===== config.mk =====
export PLATFORM = sky130hd
export DESIGN_NAME = ixt_regs
export DESIGN_NICKNAME = d
export VERILOG_FILES = /design/src/hdl/ixt_pkg.sv /design/src/hdl/ixt_regs.sv
export SDC_FILE = /design/constraint.sdc
export NUM_CORES = 1
export LEC_CHECK = 0
export BUFFER_PORTS_ARGS = -buffer_cell sky130_fd_sc_hd__buf_2
export CAP_MARGIN = 10
export CORE_MARGIN = 8
export CORE_UTILIZATION = 33
export CTS_CLUSTER_SIZE = 25
export DETAILED_ROUTE_END_ITERATION = 12
export GPL_ROUTABILITY_DRIVEN = 0
export PLACE_DENSITY = 0.77
export SLEW_MARGIN = 20
export SYNTH_ARGS = -nofsm -noshare
export SYNTH_HDL_FRONTEND = slang
export SYNTH_SLANG_ARGS = --single-unit

===== constraint.sdc =====
create_clock -name core_clk -period 1.18 [get_ports core_clk]
set_clock_uncertainty 0.05 [all_clocks]
set_input_delay 0.295 -clock core_clk [delete_from_list [all_inputs] [get_ports core_clk]]
set_output_delay 0.295 -clock core_clk [all_outputs]
set_load 0.005 [all_outputs]

===== src/hdl/ixt_pkg.sv =====
// Package: register map, fields and reset values of the identity and test register group
package ixt_pkg;

  // ----------------------------------------------------------------
  // Register offsets
  // ----------------------------------------------------------------
  localparam logic [7:0] IXT_MAKER_IDENTITY_ADDR = 8'h3e;
  localparam logic [7:0] IXT_VERSION_STEPPING_ADDR = 8'h3f;
  localparam logic [7:0] IXT_TEST_CONTROL_ADDR = 8'h6f;
  localparam logic [7:0] IXT_VENDOR_LO_ADDR = 8'h70;
  localparam logic [7:0] IXT_VENDOR_HI_ADDR = 8'h7f;

  // ----------------------------------------------------------------
  // Field positions and reset values
  // ----------------------------------------------------------------
  localparam int IXT_XOR_TREE_ENABLE_BIT = 0;
  localparam int IXT_STEPPING_LSB = 0;
  localparam int IXT_BASE_DEVICE_LSB = 4;
  localparam logic [7:0] IXT_TEST_CONTROL_RESET = 8'h00;
  localparam logic [7:0] IXT_ZERO_BYTE = 8'h00;

  // Arbitrary identity values, not tied to any real part
  localparam logic [7:0] IXT_MAKER_IDENTITY_DEFAULT = 8'h5a;
  localparam logic [3:0] IXT_BASE_DEVICE_DEFAULT = 4'h3;
  localparam logic [3:0] IXT_STEPPING_DEFAULT = 4'h1;

  // Width of the non-serial pin group fed into the XOR tree
  localparam int IXT_TREE_WIDTH = 16;

  // ----------------------------------------------------------------
  // Register access carrier
  // ----------------------------------------------------------------
  typedef struct packed {
    logic wr_en;
    logic rd_en;
    logic [7:0] addr;
    logic [7:0] wdata;
  } ixt_req_type;

endpackage : ixt_pkg


===== src/hdl/ixt_regs.sv =====
// Identity, version and XOR-tree test register group
// Summary of operation
// RULE1: Maker identity register is read-only; writes leave it unchanged.
// RULE2: Version register: low nibble stepping, high nibble base device; read-only.
// RULE3: Setting bit 0 of test register enters XOR-tree mode; register resets to zero.
// RULE4: XOR tree leaves out the serial data and clock pins.
// RULE5: With configuration lock set, test register writes are discarded.
// RULE6: Vendor range contents undefined; reads here return zero, writes ignored.
// RULE7: Test register bits 7 to 1 read zero; writes to them ignored.
`timescale 1ns/100ps
`default_nettype none

module ixt_regs
  import ixt_pkg::*;
#(
  parameter logic [7:0] MAKER_IDENTITY = IXT_MAKER_IDENTITY_DEFAULT,
  parameter logic [3:0] BASE_DEVICE = IXT_BASE_DEVICE_DEFAULT,
  parameter logic [3:0] STEPPING = IXT_STEPPING_DEFAULT
) (
  input wire logic core_clk,
  input wire logic rst_b,
  input wire ixt_req_type req,
  input wire logic config_lock,
  input wire logic [IXT_TREE_WIDTH-1:0] tree_pins,
  output logic [7:0] rdata,
  output logic xor_tree_enable,
  output logic xor_tree_out
);

  // ----------------------------------------------------------------
  // Decode
  // ----------------------------------------------------------------
  wire logic hit_maker;
  wire logic hit_version;
  wire logic hit_test;
  wire logic test_wr;
  wire logic [7:0] version_word;
  wire logic [7:0] test_word;
  wire logic [7:0] rdata_d;
  wire logic tree_d;
  wire logic hit_vendor;
  wire logic hit_none;

  assign hit_maker = req.addr == IXT_MAKER_IDENTITY_ADDR;
  assign hit_version = req.addr == IXT_VERSION_STEPPING_ADDR;
  assign hit_test = req.addr == IXT_TEST_CONTROL_ADDR;
  // Lock gates the write strobe; the stored bit keeps its value
  assign test_wr = req.wr_en && hit_test && !config_lock; // RULE5
  assign version_word = {BASE_DEVICE, STEPPING}; // RULE2
  // Only the enable bit is stored, so the upper bits read zero
  assign test_word = {7'h00, xor_tree_enable}; // RULE7
  // Identity and version have no write path at all
  assign rdata_d = hit_maker ? MAKER_IDENTITY : // RULE1
                   hit_version ? version_word : // RULE2
                   hit_test ? test_word :
                   IXT_ZERO_BYTE; // RULE6
  // Serial pins are not part of tree_pins, keeping the bus usable in test
  assign tree_d = ^tree_pins; // RULE4
  // Vendor range and holes are only named for the checks below
  assign hit_vendor = req.addr >= IXT_VENDOR_LO_ADDR && req.addr <= IXT_VENDOR_HI_ADDR; // RULE6
  assign hit_none = !(hit_maker || hit_version || hit_test); // RULE6

  // ----------------------------------------------------------------
  // Registers
  // ----------------------------------------------------------------
  always_ff @(posedge core_clk or negedge rst_b) begin
    if (!rst_b) begin
      xor_tree_enable <= IXT_TEST_CONTROL_RESET[IXT_XOR_TREE_ENABLE_BIT]; // RULE3
    end else if (test_wr) begin
      xor_tree_enable <= req.wdata[IXT_XOR_TREE_ENABLE_BIT]; // RULE3
    end
  end

  always_ff @(posedge core_clk or negedge rst_b) begin
    if (!rst_b) begin
      rdata <= IXT_ZERO_BYTE;
    end else if (req.rd_en) begin
      rdata <= rdata_d;
    end
  end

  always_ff @(posedge core_clk or negedge rst_b) begin
    if (!rst_b) begin
      xor_tree_out <= 1'b0;
    end else begin
      xor_tree_out <= xor_tree_enable ? tree_d : 1'b0; // RULE3
    end
  end

  // ----------------------------------------------------------------
  // Checks
  // ----------------------------------------------------------------
  AST_TEST_WRITE_TAKES: assert property (@(posedge core_clk) disable iff (!rst_b) // RULE3
    test_wr |=> xor_tree_enable == $past(req.wdata[0]))
    else $error("test enable did not follow an unlocked write");
  AST_LOCK_HOLDS: assert property (@(posedge core_clk) disable iff (!rst_b) // RULE5
    config_lock |=> $stable(xor_tree_enable))
    else $error("test enable changed while locked");
  AST_MAKER_READ: assert property (@(posedge core_clk) disable iff (!rst_b) // RULE1
    (req.rd_en && hit_maker) |=> rdata == MAKER_IDENTITY)
    else $error("maker identity read wrong");
  AST_VERSION_READ: assert property (@(posedge core_clk) disable iff (!rst_b) // RULE2
    (req.rd_en && hit_version) |=> rdata[7:4] == BASE_DEVICE && rdata[3:0] == STEPPING)
    else $error("version read wrong");
  AST_TEST_RESERVED: assert property (@(posedge core_clk) disable iff (!rst_b) // RULE7
    (req.rd_en && hit_test) |=> rdata[7:1] == 7'h00 && rdata[0] == $past(xor_tree_enable))
    else $error("test register read wrong");
  AST_VENDOR_ZERO: assert property (@(posedge core_clk) disable iff (!rst_b) // RULE6
    (req.rd_en && req.addr >= IXT_VENDOR_LO_ADDR && req.addr <= IXT_VENDOR_HI_ADDR)
      |=> rdata == 8'h00)
    else $error("vendor range read not zero");
  AST_TREE_PARITY: assert property (@(posedge core_clk) disable iff (!rst_b) // RULE4
    xor_tree_enable |=> xor_tree_out == $past(^tree_pins))
    else $error("xor tree output wrong");
  AST_TREE_IDLE: assert property (@(posedge core_clk) disable iff (!rst_b) // RULE3
    !xor_tree_enable |=> !xor_tree_out)
    else $error("xor tree active while disabled");

  // ----------------------------------------------------------------
  // Reset and read path checks
  // ----------------------------------------------------------------
  AST_RESET_STATE: assert property (@(posedge core_clk) disable iff (!rst_b) // RULE3
    $rose(rst_b)
      |-> rdata == IXT_ZERO_BYTE && !xor_tree_enable && !xor_tree_out)
    else $error("state after reset wrong");

  AST_RDATA_HOLDS: assert property (@(posedge core_clk) disable iff (!rst_b) // RULE1
    !req.rd_en
      |=> $stable(rdata))
    else $error("read data moved without a read");

  AST_RDATA_ONLY_ON_READ: assert property (@(posedge core_clk) disable iff (!rst_b) // RULE1
    $changed(rdata)
      |-> $past(req.rd_en))
    else $error("read data changed with no read strobe");

  AST_UNMAPPED_ZERO: assert property (@(posedge core_clk) disable iff (!rst_b) // RULE6
    (req.rd_en && hit_none)
      |=> rdata == IXT_ZERO_BYTE)
    else $error("unmapped read not zero");

  AST_WRITE_ALONE_NO_READ: assert property (@(posedge core_clk) disable iff (!rst_b) // RULE7
    (req.wr_en && !req.rd_en)
      |=> $stable(rdata))
    else $error("write disturbed read data");

  // ----------------------------------------------------------------
  // Test register checks
  // ----------------------------------------------------------------
  AST_ENABLE_HOLDS: assert property (@(posedge core_clk) disable iff (!rst_b) // RULE3
    !test_wr
      |=> $stable(xor_tree_enable))
    else $error("test enable moved without a write");

  AST_ENABLE_RISE_CAUSE: assert property (@(posedge core_clk) disable iff (!rst_b) // RULE3
    $rose(xor_tree_enable)
      |-> $past(test_wr) && $past(req.wdata[0]))
    else $error("test enable rose without a write of one");

  AST_ENABLE_FALL_CAUSE: assert property (@(posedge core_clk) disable iff (!rst_b) // RULE3
    $fell(xor_tree_enable)
      |-> $past(test_wr) && !$past(req.wdata[0]))
    else $error("test enable fell without a write of zero");

  AST_DISABLE_OUT_LOW: assert property (@(posedge core_clk) disable iff (!rst_b) // RULE3
    $fell(xor_tree_enable)
      |=> !xor_tree_out)
    else $error("xor tree output stayed after leaving test");

  AST_IDLE_NO_EFFECT: assert property (@(posedge core_clk) disable iff (!rst_b) // RULE3
    (!req.wr_en && !req.rd_en)
      |=> $stable(xor_tree_enable) && $stable(rdata))
    else $error("idle bus changed register state");

  AST_MAKER_WRITE_IGNORED: assert property (@(posedge core_clk) disable iff (!rst_b) // RULE1
    (req.wr_en && hit_maker)
      |=> $stable(xor_tree_enable))
    else $error("identity write had an effect");

  AST_VERSION_WRITE_IGNORED: assert property (@(posedge core_clk) disable iff (!rst_b) // RULE2
    (req.wr_en && hit_version)
      |=> $stable(xor_tree_enable))
    else $error("version write had an effect");

  AST_VENDOR_WRITE_IGNORED: assert property (@(posedge core_clk) disable iff (!rst_b) // RULE6
    (req.wr_en && hit_vendor)
      |=> $stable(xor_tree_enable))
    else $error("vendor range write had an effect");

  AST_LOCKED_WRITE_DROPPED: assert property (@(posedge core_clk) disable iff (!rst_b) // RULE5
    (req.wr_en && hit_test && config_lock)
      |=> $stable(xor_tree_enable))
    else $error("locked test write took effect");

  AST_LOCK_GATES_STROBE: assert property (@(posedge core_clk) disable iff (!rst_b) // RULE5
    config_lock
      |-> !test_wr)
    else $error("test write strobe while locked");

  AST_RESERVED_WRITE_IGNORED: assert property (@(posedge core_clk) disable iff (!rst_b) // RULE7
    (test_wr && !req.wdata[0])
      |=> !xor_tree_enable)
    else $error("reserved bits changed test enable");

  AST_OUT_NEEDS_ENABLE: assert property (@(posedge core_clk) disable iff (!rst_b) // RULE4
    xor_tree_out
      |-> $past(xor_tree_enable))
    else $error("xor tree output high outside test");

endmodule // ixt_regs

`default_nettype wire


Word level (Yosys, flattened, before mapping). Cells that the tools add are included.

Input bits: 37. Bits in registers: 10. Memories: 0. ROM bits: 0. Output and inout port bits: 10. RAM bits: 0. Logic and storage cells: 14. Latch bits: 0.

Shifts and indexed selects: 0. Div/mod/pow operators: 0. $add $sub $neg: 0. Magnitude comparators: 0. Bitwise logic cells: 0. Multipliers: 0. Reduce and logical (&&, ||, !) cells: 4. Mux-type cells: 4. Eq/ne operators: 3.

Operators by type and width (number): $eq A8 B6 Y1 const B (2); $reduce_xor A16 Y1 (1); $eq A8 B7 Y1 const B (1); $mux W7 (1); $mux W6 (1); $logic_and A1 B1 Y1 (2); $mux W1 (2); $logic_not A1 Y1 (1).

Logic depth before layout (Yosys ltp). Gate-level depths: netlist of run 1.

Depth after elaboration: 4. Mapped depth: 5. Mapped depth without buffers: 5.

Least setup slack after synthesis of run 1. OpenSTA, ideal clock, no wires.

Kind: input port to flip-flop. Start point: input port req[9] (netlist name). End point: register xor_tree_enable. Arrival: 1.179 ns. Setup time: 0.128 ns. Cell stages on the path: 5. Setup slack: -0.177 ns. Required time: 1.002 ns. Buffers on the path: 0. Path through: nand4_1 > nor2_2 > nand2_2 > nor4b_2 > mux2_1.

Word-level cells in the longest chain between the ends: 3.

Ends and longest elaborated chain: from (decl) (RTL line ixt_regs.sv:22) `input wire ixt_req_type req,`; $eq A8 B7 Y1 (RTL line ixt_regs.sv:46) `assign hit_test = req.addr == IXT_TEST_CONTROL_ADDR;`; $logic_and A1 B1 Y1 (2 in series) (RTL line ixt_regs.sv:48) `assign test_wr = req.wr_en && hit_test && !config_lock;`; to (signal assigned) (RTL line ixt_regs.sv:68) `xor_tree_enable <= IXT_TEST_CONTROL_RESET[IXT_XOR_TREE_ENABLE_BIT];`; to (signal assigned) (RTL line ixt_regs.sv:70) `xor_tree_enable <= req.wdata[IXT_XOR_TREE_ENABLE_BIT];`; to (decl) (RTL line ixt_regs.sv:26) `output logic xor_tree_enable,`.

Every way passes these cells. A chain may end at the register's enable or synchronous reset.

Final worst setup path of run 1. Ends and elaborated chain as after synthesis.

==> run summary, run 1 <==
Run status: finished with violations
Violated checks: setup timing
Residual DRC: 0
Initial Util: 34.6%
Die span in x: 52.7 µm
Antenna violations before repair: 0
Setup slack after layout: -0.0405 ns
Max-slew violations: 0
Num Clock Sinks: 6
CTS Buffer Depth: 2
Share of cells above drive strength 1: 51.7%
N_diodes: 0
Worst-Skew Late Latency: 0.24 ns
PD cells: 858 nW/µm²
Worst min path class: input port to flop
First-pass GRT wire length: 1880 µm
Ys Warns: 0
Worst Setup End Kind: flop
Largest net degree at the start of global routing: 9
Hold Vio Cnt, Final: 0
CTS root buffer: clkbuf_4
CTS tree: done
Hold_ws: 0.235 ns
Die height: 52.7 µm
Critical path origin: req[9]
Unrepaired setup endpoints after global routing: yes
#FFs+latches synth: 6
Final setup violation count: 1
Clock share of power: 31.9%
Worst EP required: 1.25 ns
F_max: 819 MHz
Int Power: 445 µW
CP Max Fanout: 2
# port buffers: 37
H-tree Lvls: 1
Vias in the first global route: 507
Psw: 152 µW
Worst endpoint data arrival time: 1.29 ns
Post-route cell area: 696 µm²
DR WL/cell: 11.1 µm
Total global routing overflow: 0
FP Rows: 13
WS Path Type: input port to flop
Final period utilization: 103%
Logic pwr share: 32.9%
Final #Nets: 128
Core box area: 1280 µm²
Drt via density: 4.33
Sequential area share after synthesis: 33.8%
Finished Layout Cells: 104
Sw Ratio: 25.4%
Max Cap Viol: 0
Post-Synthesis Cells: 48
Tot GR Track Use: 9.04%
Placed instance count: 100
Clk slew on worst S/H paths: 0.05 ns
Drt total wl: 1160 µm
TritonCTS Buffers: 3
Dpl hpwl: 1070 µm
Drt pass-1 iters: 2
Area after DPL: 644 µm²
Via count: 450
Seq pwr share: 35.3%
P_leak: 0.351 nW
Ports: 47
Synth Cell Area: 444 µm²
Tmin final: 1.22 ns
Worst Min Path Start: req[0]
DIE AREA: 2780 µm²
Synth-to-Final Area Change: 56.6%
Avg Synthesized Cell Area: 9.25 µm²
Worst VDD drop: 0.000478 V
ANT nets after route: 0
DR iter-0 viols: 3
R2r startpoint: xor_tree_enable
Startpoint types: input port
Post-synthesis cell type count: 19
power by group through the flow:
stage / registers [mW] / logic [mW] / clock network, mW
floorplan: 0.214 / 0.123 / 0
global placement: 0.213 / 0.186 / 0
detailed placement: 0.214 / 0.191 / 0
CTS: 0.211 / 0.200 / 0.201
global route: 0.211 / 0.219 / 0.210
finish: 0.210 / 0.196 / 0.190
final timing paths:
| kind | end | slack [ns] | depth (start not counted) |
|---|---|---|---|
| setup / recovery | xor_tree_enable | -0.04 | 6 |
| hold / removal | xor_tree_enable | 0.23 | 2 |
| setup reg to reg | rdata[0] | 0.27 | 4 |
| hold reg to reg | rdata[5] | 0.48 | 2 |
| max in group asynchronous | xor_tree_out | 0.59 | 2 |
| min in group asynchronous | rdata[3] | 0.35 | 2 |
metrics by stage:
stage | power [mW] | utilization (%) | setup WS, ns | setup TNS (ns)
3_3_place_gp | 0.400 | 50.1 | -0.267 | -0.332
6_report | 0.597 | 54.1 | -0.0405 | -0.0405
4_1_cts | 0.611 | 54.1 | -0.0627 | -0.0627
5_1_grt | 0.640 | 54.1 | -0.0912 | -0.0912
3_5_place_dp | 0.405 | 50.1 | -0.324 | -0.405
2_1_floorplan | 0.337 | - | -0.177 | -0.177
cells in the mapped netlist:
master / number / area [µm²]
xnor2_1: 13 / 114
nand2_1: 1 / 3.75
mux2_1: 1 / 11.3
dfrtp_1: 6 / 150
nand4b_1: 1 / 8.76
nand3_1: 1 / 5.00
buf_4: 4 / 30.0
conb_1: 1 / 3.75
o21ai_0: 3 / 15.0
nand2b_1: 1 / 6.26
nor2_2: 1 / 6.26
nand2_2: 1 / 6.26
nand4_1: 1 / 6.26
inv_1: 5 / 18.8
nor4b_2: 1 / 15.0
nor2b_1: 1 / 6.26
xor2_1: 2 / 17.5
o22ai_1: 2 / 12.5
nor2_1: 2 / 7.51
timing repair:
item                                   CTS  global route
setup buffers                            0             0
gates resized for setup                  3             0
hold buffers                             1             0
endpoints found under the hold margin    6             0
setup endpoints to repair                1             1
sequential cells by signal (all words and copies together), names as in the netlist:
signal           count
rdata                4
xor_tree_enable      1
xor_tree_out         1
cells in the final DEF (no fill, tap or decap):
cell	instances
buf_2	34
buf_4	3
buf_6	3
clkbuf_4	3
conb_1	2
dfrtp_1	6
dlygate4sd3_1	1
inv_1	5
mux2_1	1
nand2_1	1
nand2_2	1
nand2b_1	1
nand3_1	1
nand4_1	1
nand4b_1	1
nor2_1	2
nor2_2	1
nor2b_1	1
nor4b_2	1
o21ai_0	3
o22ai_1	2
xnor2_1	13
xor2_1	2
area by class of cell:
cell class	instances	area [µm²]
Sequential cell	6	150
Fill cell	126	589
Multi-Input combinational cell	34	249
Inverter	5	18.8
Timing Repair Buffer	41	236
Tap cell	15	18.8
Clock buffer	3	22.5
routing by layer:
metal,track usage [%],vias to the layer above,wire [µm]
met5,0,-,0
met4,2.59,0,0
met3,5.11,0,132
met2,17.2,27,618
met1,7.73,194,405
li1,-,229,-
cell families (layout without fill, tap and decap cells):
logic type / after synthesis / after routing / share of synthesized area, %
compound gates: 5 / 5 / 6.20
flops: 6 / 6 / 33.8
simple gates: 11 / 11 / 16.1
other cells: 1 / 2 / 0.844
xor+xnor: 15 / 15 / 29.6
mux: 1 / 1 / 2.54
buf+inv: 9 / 49 / 11.0
worst max-delay path, cell delays in order:
cell	delay [ns]
buf_6	0.06
nand4_1	0.10
nor2_2	0.14
nand2_2	0.08
nor4b_2	0.26
mux2_1	0.35
Power figures use the tool's default switching activity.
==> inputs of run 2 (changes only) <==
- CORE_MARGIN: 8 -> unset
- PLACE_DENSITY: 0.77 -> unset
- PLACE_DENSITY_LB_ADDON: unset -> 0.05
- clock period: 1.18 -> 1.4 ns (I/O delays scaled with it)
==> run 2 against run 1 <==
Net effect:
- critical path type unchanged
- global-route usage rose by 5.7 points
- setup slack improved by 0.19 ns
- largest cell class unchanged
- cell area decreased by 4.0%
- clock-buffer cell count is the same
- the run now ends clean
- register-to-register slack better by 0.24 ns
==> run summary, run 2 (same netlist as run 1, synthesis figures left out) <==
Int Power: 368 µW
Post-CTS setup buffers: 0
Unrepaired setup endpoints after global routing: no
Ports: 47
Tmin final: 1.25 ns
P_leak: 0.340 nW
Finished Layout Cells: 102
Storage cell area: 150 µm²
Via count: 416
Hold-fix buffers, CTS: 1
Fillers: 111
Met2 Routed Length: 378 µm
Setup TNS: 0 ns
Top Metal Used: met3
Initial Util: 37.9%
Worst-Skew Late Latency: 0.24 ns
Startpoint types: input port
DR WL/cell: 8.24 µm
Resized cells post-CTS: 0
Seq pwr share: 36.1%
# port buffers: 37
Sw Ratio: 25.0%
PD cells: 735 nW/µm²
Residual DRC: 0
Placed instance count: 98
Psw: 123 µW
WS Path Type: input port to flop
Max Cap Viol: 0
H-tree Lvls: 1
Max-slew violations: 0
Die height: 38.7 µm
Worst Setup End Kind: flop
Share of cells above drive strength 1: 51.1%
ANT nets after route: 0
TritonCTS Buffers: 3
Worst EP required: 1.47 ns
Multi-input gate area: 249 µm²
Hold Vio Cnt, Final: 0
Final #Nets: 127
Worst min path class: input port to flop
Vias in the first global route: 401
Synth-to-Final Area Change: 50.4%
Core box area: 1170 µm²
Total global routing overflow: 0
Largest Register: rdata
Drt total wl: 840 µm
First-pass GRT wire length: 1500 µm
Most common cell after layout, fill and taps aside: buf_2
Die span in x: 38.7 µm
F_max: 798 MHz
Routed wl met3: 77 µm
Drt pass-1 iters: 2
Tot GR Track Use: 14.7%
Largest net degree at the start of global routing: 9
CTS Buffer Depth: 2
Area after DPL: 636 µm²
DR iter-0 viols: 1
Worst endpoint data arrival time: 1.32 ns
Worst VDD drop: 0.000554 V
Clk slew on worst S/H paths: 0.05 ns
Logic pwr share: 32.4%
Max FFs per register: 4
Detailed-routing wirelength on met1: 384 µm
N_diodes: 0
Total chip power: 491 µW
Final setup violation count: 0
CTS root buffer: clkbuf_4
Clock share of power: 31.5%
CTS tree: done
Run status: completed
DIE AREA: 1500 µm²
Antenna violations before repair: 0
FP Rows: 12
Hold_ws: 0.277 ns
Num Clock Sinks: 6
Commonest cells after routing, fill and taps aside: buf_2 (37), xnor2_1 (13), dfrtp_1 (6)
Post-route cell area: 668 µm²
Final period utilization: 89.5%
CP Max Fanout: 2
Largest regs: rdata (4), xor_tree_enable (1), xor_tree_out (1)
Drt via density: 4.08
## run 2: worst paths after layout
kind	cells after the start	startpoint	slack, ns	endpoint
max in group asynchronous	2	rst_b	0.75	rdata[3]
min in group asynchronous	2	rst_b	0.41	xor_tree_out
setup reg to reg	4	xor_tree_enable	0.51	rdata[0]
hold reg to reg	1	xor_tree_enable	0.45	xor_tree_enable
hold / removal	2	req[0]	0.28	xor_tree_enable
setup / recovery	6	req[9]	0.15	xor_tree_enable
## run 2: final cells by class
type	instances	share of cell area [%]
clock buffers	3	3.37
inverters	5	2.81
multi-input cells	34	37.3
flip-flops and latches	6	22.5
well taps	14	2.62
repair buffers	40	31.5
## run 2: routing by layer
layer	vias to the layer above	track usage (%)
met2	22	24.2
met5	-	0
met3	0	6.94
met1	167	17.4
li1	227	-
met4	0	2.59
## run 2: stage by stage
stage,util (%),worst slack [ns]
2_1_floorplan,-,-0.0116
3_3_place_gp,54.3,-0.0982
3_5_place_dp,54.3,-0.124
4_1_cts,57.1,0.134
5_1_grt,57.1,0.0743
6_report,57.1,0.147
## run 2: critical path, stage by stage
cell	delay, ns
buf_2	0.08
nand4_1	0.10
nor2_2	0.12
nand2_2	0.08
nor4b_2	0.26
mux2_1	0.34
## run 2: power groups by stage
stage	Combinational [mW]	Clock, mW	Sequential, mW
finish	0.159	0.155	0.177
floorplan	0.103	0	0.180
global placement	0.157	0	0.180
global route	0.180	0.177	0.177
CTS	0.162	0.162	0.177
detailed placement	0.159	0	0.180
==> inputs of run 3 (changes only) <==
- CELL_PAD_IN_SITES_DETAIL_PLACEMENT: unset -> 1
- CELL_PAD_IN_SITES_GLOBAL_PLACEMENT: unset -> 1
- CORE_UTILIZATION: 33 -> 21
==> run 3 against run 2 <==
Net effect:
- combinational power about the same
- sequential cell count stayed put
- global-route usage down 6.5 points
- setup slack got worse by 0.043 ns
- core utilization is 22 points lower
- register-to-register slack hardly changed
- via count up 8.7%
- critical path depth unchanged
- sequential share of layout area shrank 0.77 points
- cell area grew 3.6%
- wire length rose by 10%
- maximum frequency fell by 3.3%
- critical endpoint unchanged
- largest power group unchanged
==> run summary, run 3 (same netlist as run 1, synthesis figures left out) <==
Run status: completed
Fillers: 257
Final period utilization: 92.5%
Seq pwr share: 36.0%
Max FFs per register: 4
Routed wl met3: 60 µm
WS Path Type: input port to flop
Finished Layout Cells: 116
DIE AREA: 2300 µm²
Most common cell after layout, fill and taps aside: buf_2
Tot GR Track Use: 8.22%
CP Max Fanout: 2
Top Metal Used: met4
Largest net degree at the start of global routing: 9
Max-slew violations: 0
Hold-fix buffers, CTS: 1
Antenna violations before repair: 0
Worst min path class: input port to flop
Initial Util: 22.4%
Detailed-routing wirelength on met1: 419 µm
Drt total wl: 927 µm
Met2 Routed Length: 420 µm
Resized cells post-CTS: 0
Share of cells above drive strength 1: 51.7%
Clk slew on worst S/H paths: 0.04 ns
Total global routing overflow: 0
Die height: 48.0 µm
Hold depth: 2
PD cells: 712 nW/µm²
F_max: 772 MHz
TritonCTS Buffers: 3
Sw Ratio: 24.9%
N_diodes: 0
CTS root buffer: clkbuf_4
CTS Buffer Depth: 2
Post-CTS setup buffers: 0
Num Clock Sinks: 6
CTS tree: done
Final #Nets: 128
Vias in the first global route: 362
Commonest cells after routing, fill and taps aside: buf_2 (37), xnor2_1 (13), dfrtp_1 (6)
Drt pass-1 iters: 2
Core box area: 1980 µm²
Synth-to-Final Area Change: 55.8%
H-tree Lvls: 1
Worst Setup End Kind: flop
FP Rows: 16
Worst EP required: 1.47 ns
Worst VDD drop: 0.000254 V
DR iter-0 viols: 1
Setup slack after layout: 0.104 ns
First-pass GRT wire length: 1330 µm
Logic pwr share: 32.6%
Area after DPL: 659 µm²
Worst endpoint data arrival time: 1.37 ns
Placed instance count: 112
Post-route cell area: 692 µm²
Largest Register: rdata
Final setup violation count: 0
Clock share of power: 31.3%
Hold Vio Cnt, Final: 0
R2R cell count: 4
Unrepaired setup endpoints after global routing: no
Largest regs: rdata (4), xor_tree_enable (1), xor_tree_out (1)
DR WL/cell: 7.99 µm
Int Power: 370 µW
Psw: 123 µW
ANT nets after route: 0
Worst-Skew Late Latency: 0.24 ns
Via count: 452
Die span in x: 48.0 µm
Startpoint types: input port
Ports: 47
Tmin final: 1.30 ns
Drt via density: 3.90
Residual DRC: 0
Dpl hpwl: 891 µm
# port buffers: 37
Pre-CTS WS: -0.194 ns
P_leak: 0.345 nW
Max Cap Viol: 0
==> run 3: worst paths after layout <==
path	startpoint	endpoint	slack (ns)
worst max-delay path	req[9]	xor_tree_enable	0.10
worst min-delay path	req[0]	xor_tree_enable	0.28
worst max register to register	xor_tree_enable	rdata[0]	0.50
worst min register to register	rdata[5]	rdata[5]	0.48
max in group asynchronous	rst_b	rdata[4]	0.76
min in group asynchronous	rst_b	xor_tree_out	0.41
==> run 3: power groups by stage <==
stage	logic, mW	registers (mW)	clock network (mW)
global placement	0.161	0.180	0
detailed placement	0.162	0.180	0
floorplan	0.103	0.180	0
finish	0.161	0.178	0.154
global route	0.179	0.178	0.165
CTS	0.165	0.178	0.162
==> run 3: critical path, stage by stage <==
cell and delay [ns]:
buf_2 0.07, nand4_1 0.10, nor2_2 0.13, nand2_2 0.07
nor4b_2 0.30, mux2_1 0.35
==> run 3: per-stage QoR <==
| stage | power [mW] | hold slack (ns) | util, % | setup TNS [ns] |
|---|---|---|---|---|
| CTS | 0.504 | 0.276 | 34.9 | 0 |
| global placement | 0.341 | 0.127 | 33.3 | -0.169 |
| finish | 0.493 | 0.278 | 34.9 | 0 |
| floorplan | 0.284 | 0.00441 | - | -0.0116 |
| global route | 0.521 | 0.295 | 34.9 | 0 |
| detailed placement | 0.342 | 0.127 | 33.3 | -0.194 |
==> run 3: per-layer routing <==
metal | global-route usage, % | up-vias
li1 | - | 231
met1 | 11.2 | 194
met2 | 13.0 | 25
met3 | 0 | 2
met4 | 5.00 | 0
met5 | 0 | -
==> run 3: final cells by class <==
type | count | area [µm²] | share of cell area (%)
Inverter | 5 | 18.8 | 2.71
Tap cell | 27 | 33.8 | 4.88
Timing Repair Buffer | 41 | 218 | 31.5
Clock buffer | 3 | 22.5 | 3.25
Multi-Input combinational cell | 34 | 249 | 36.0
Sequential cell | 6 | 150 | 21.7
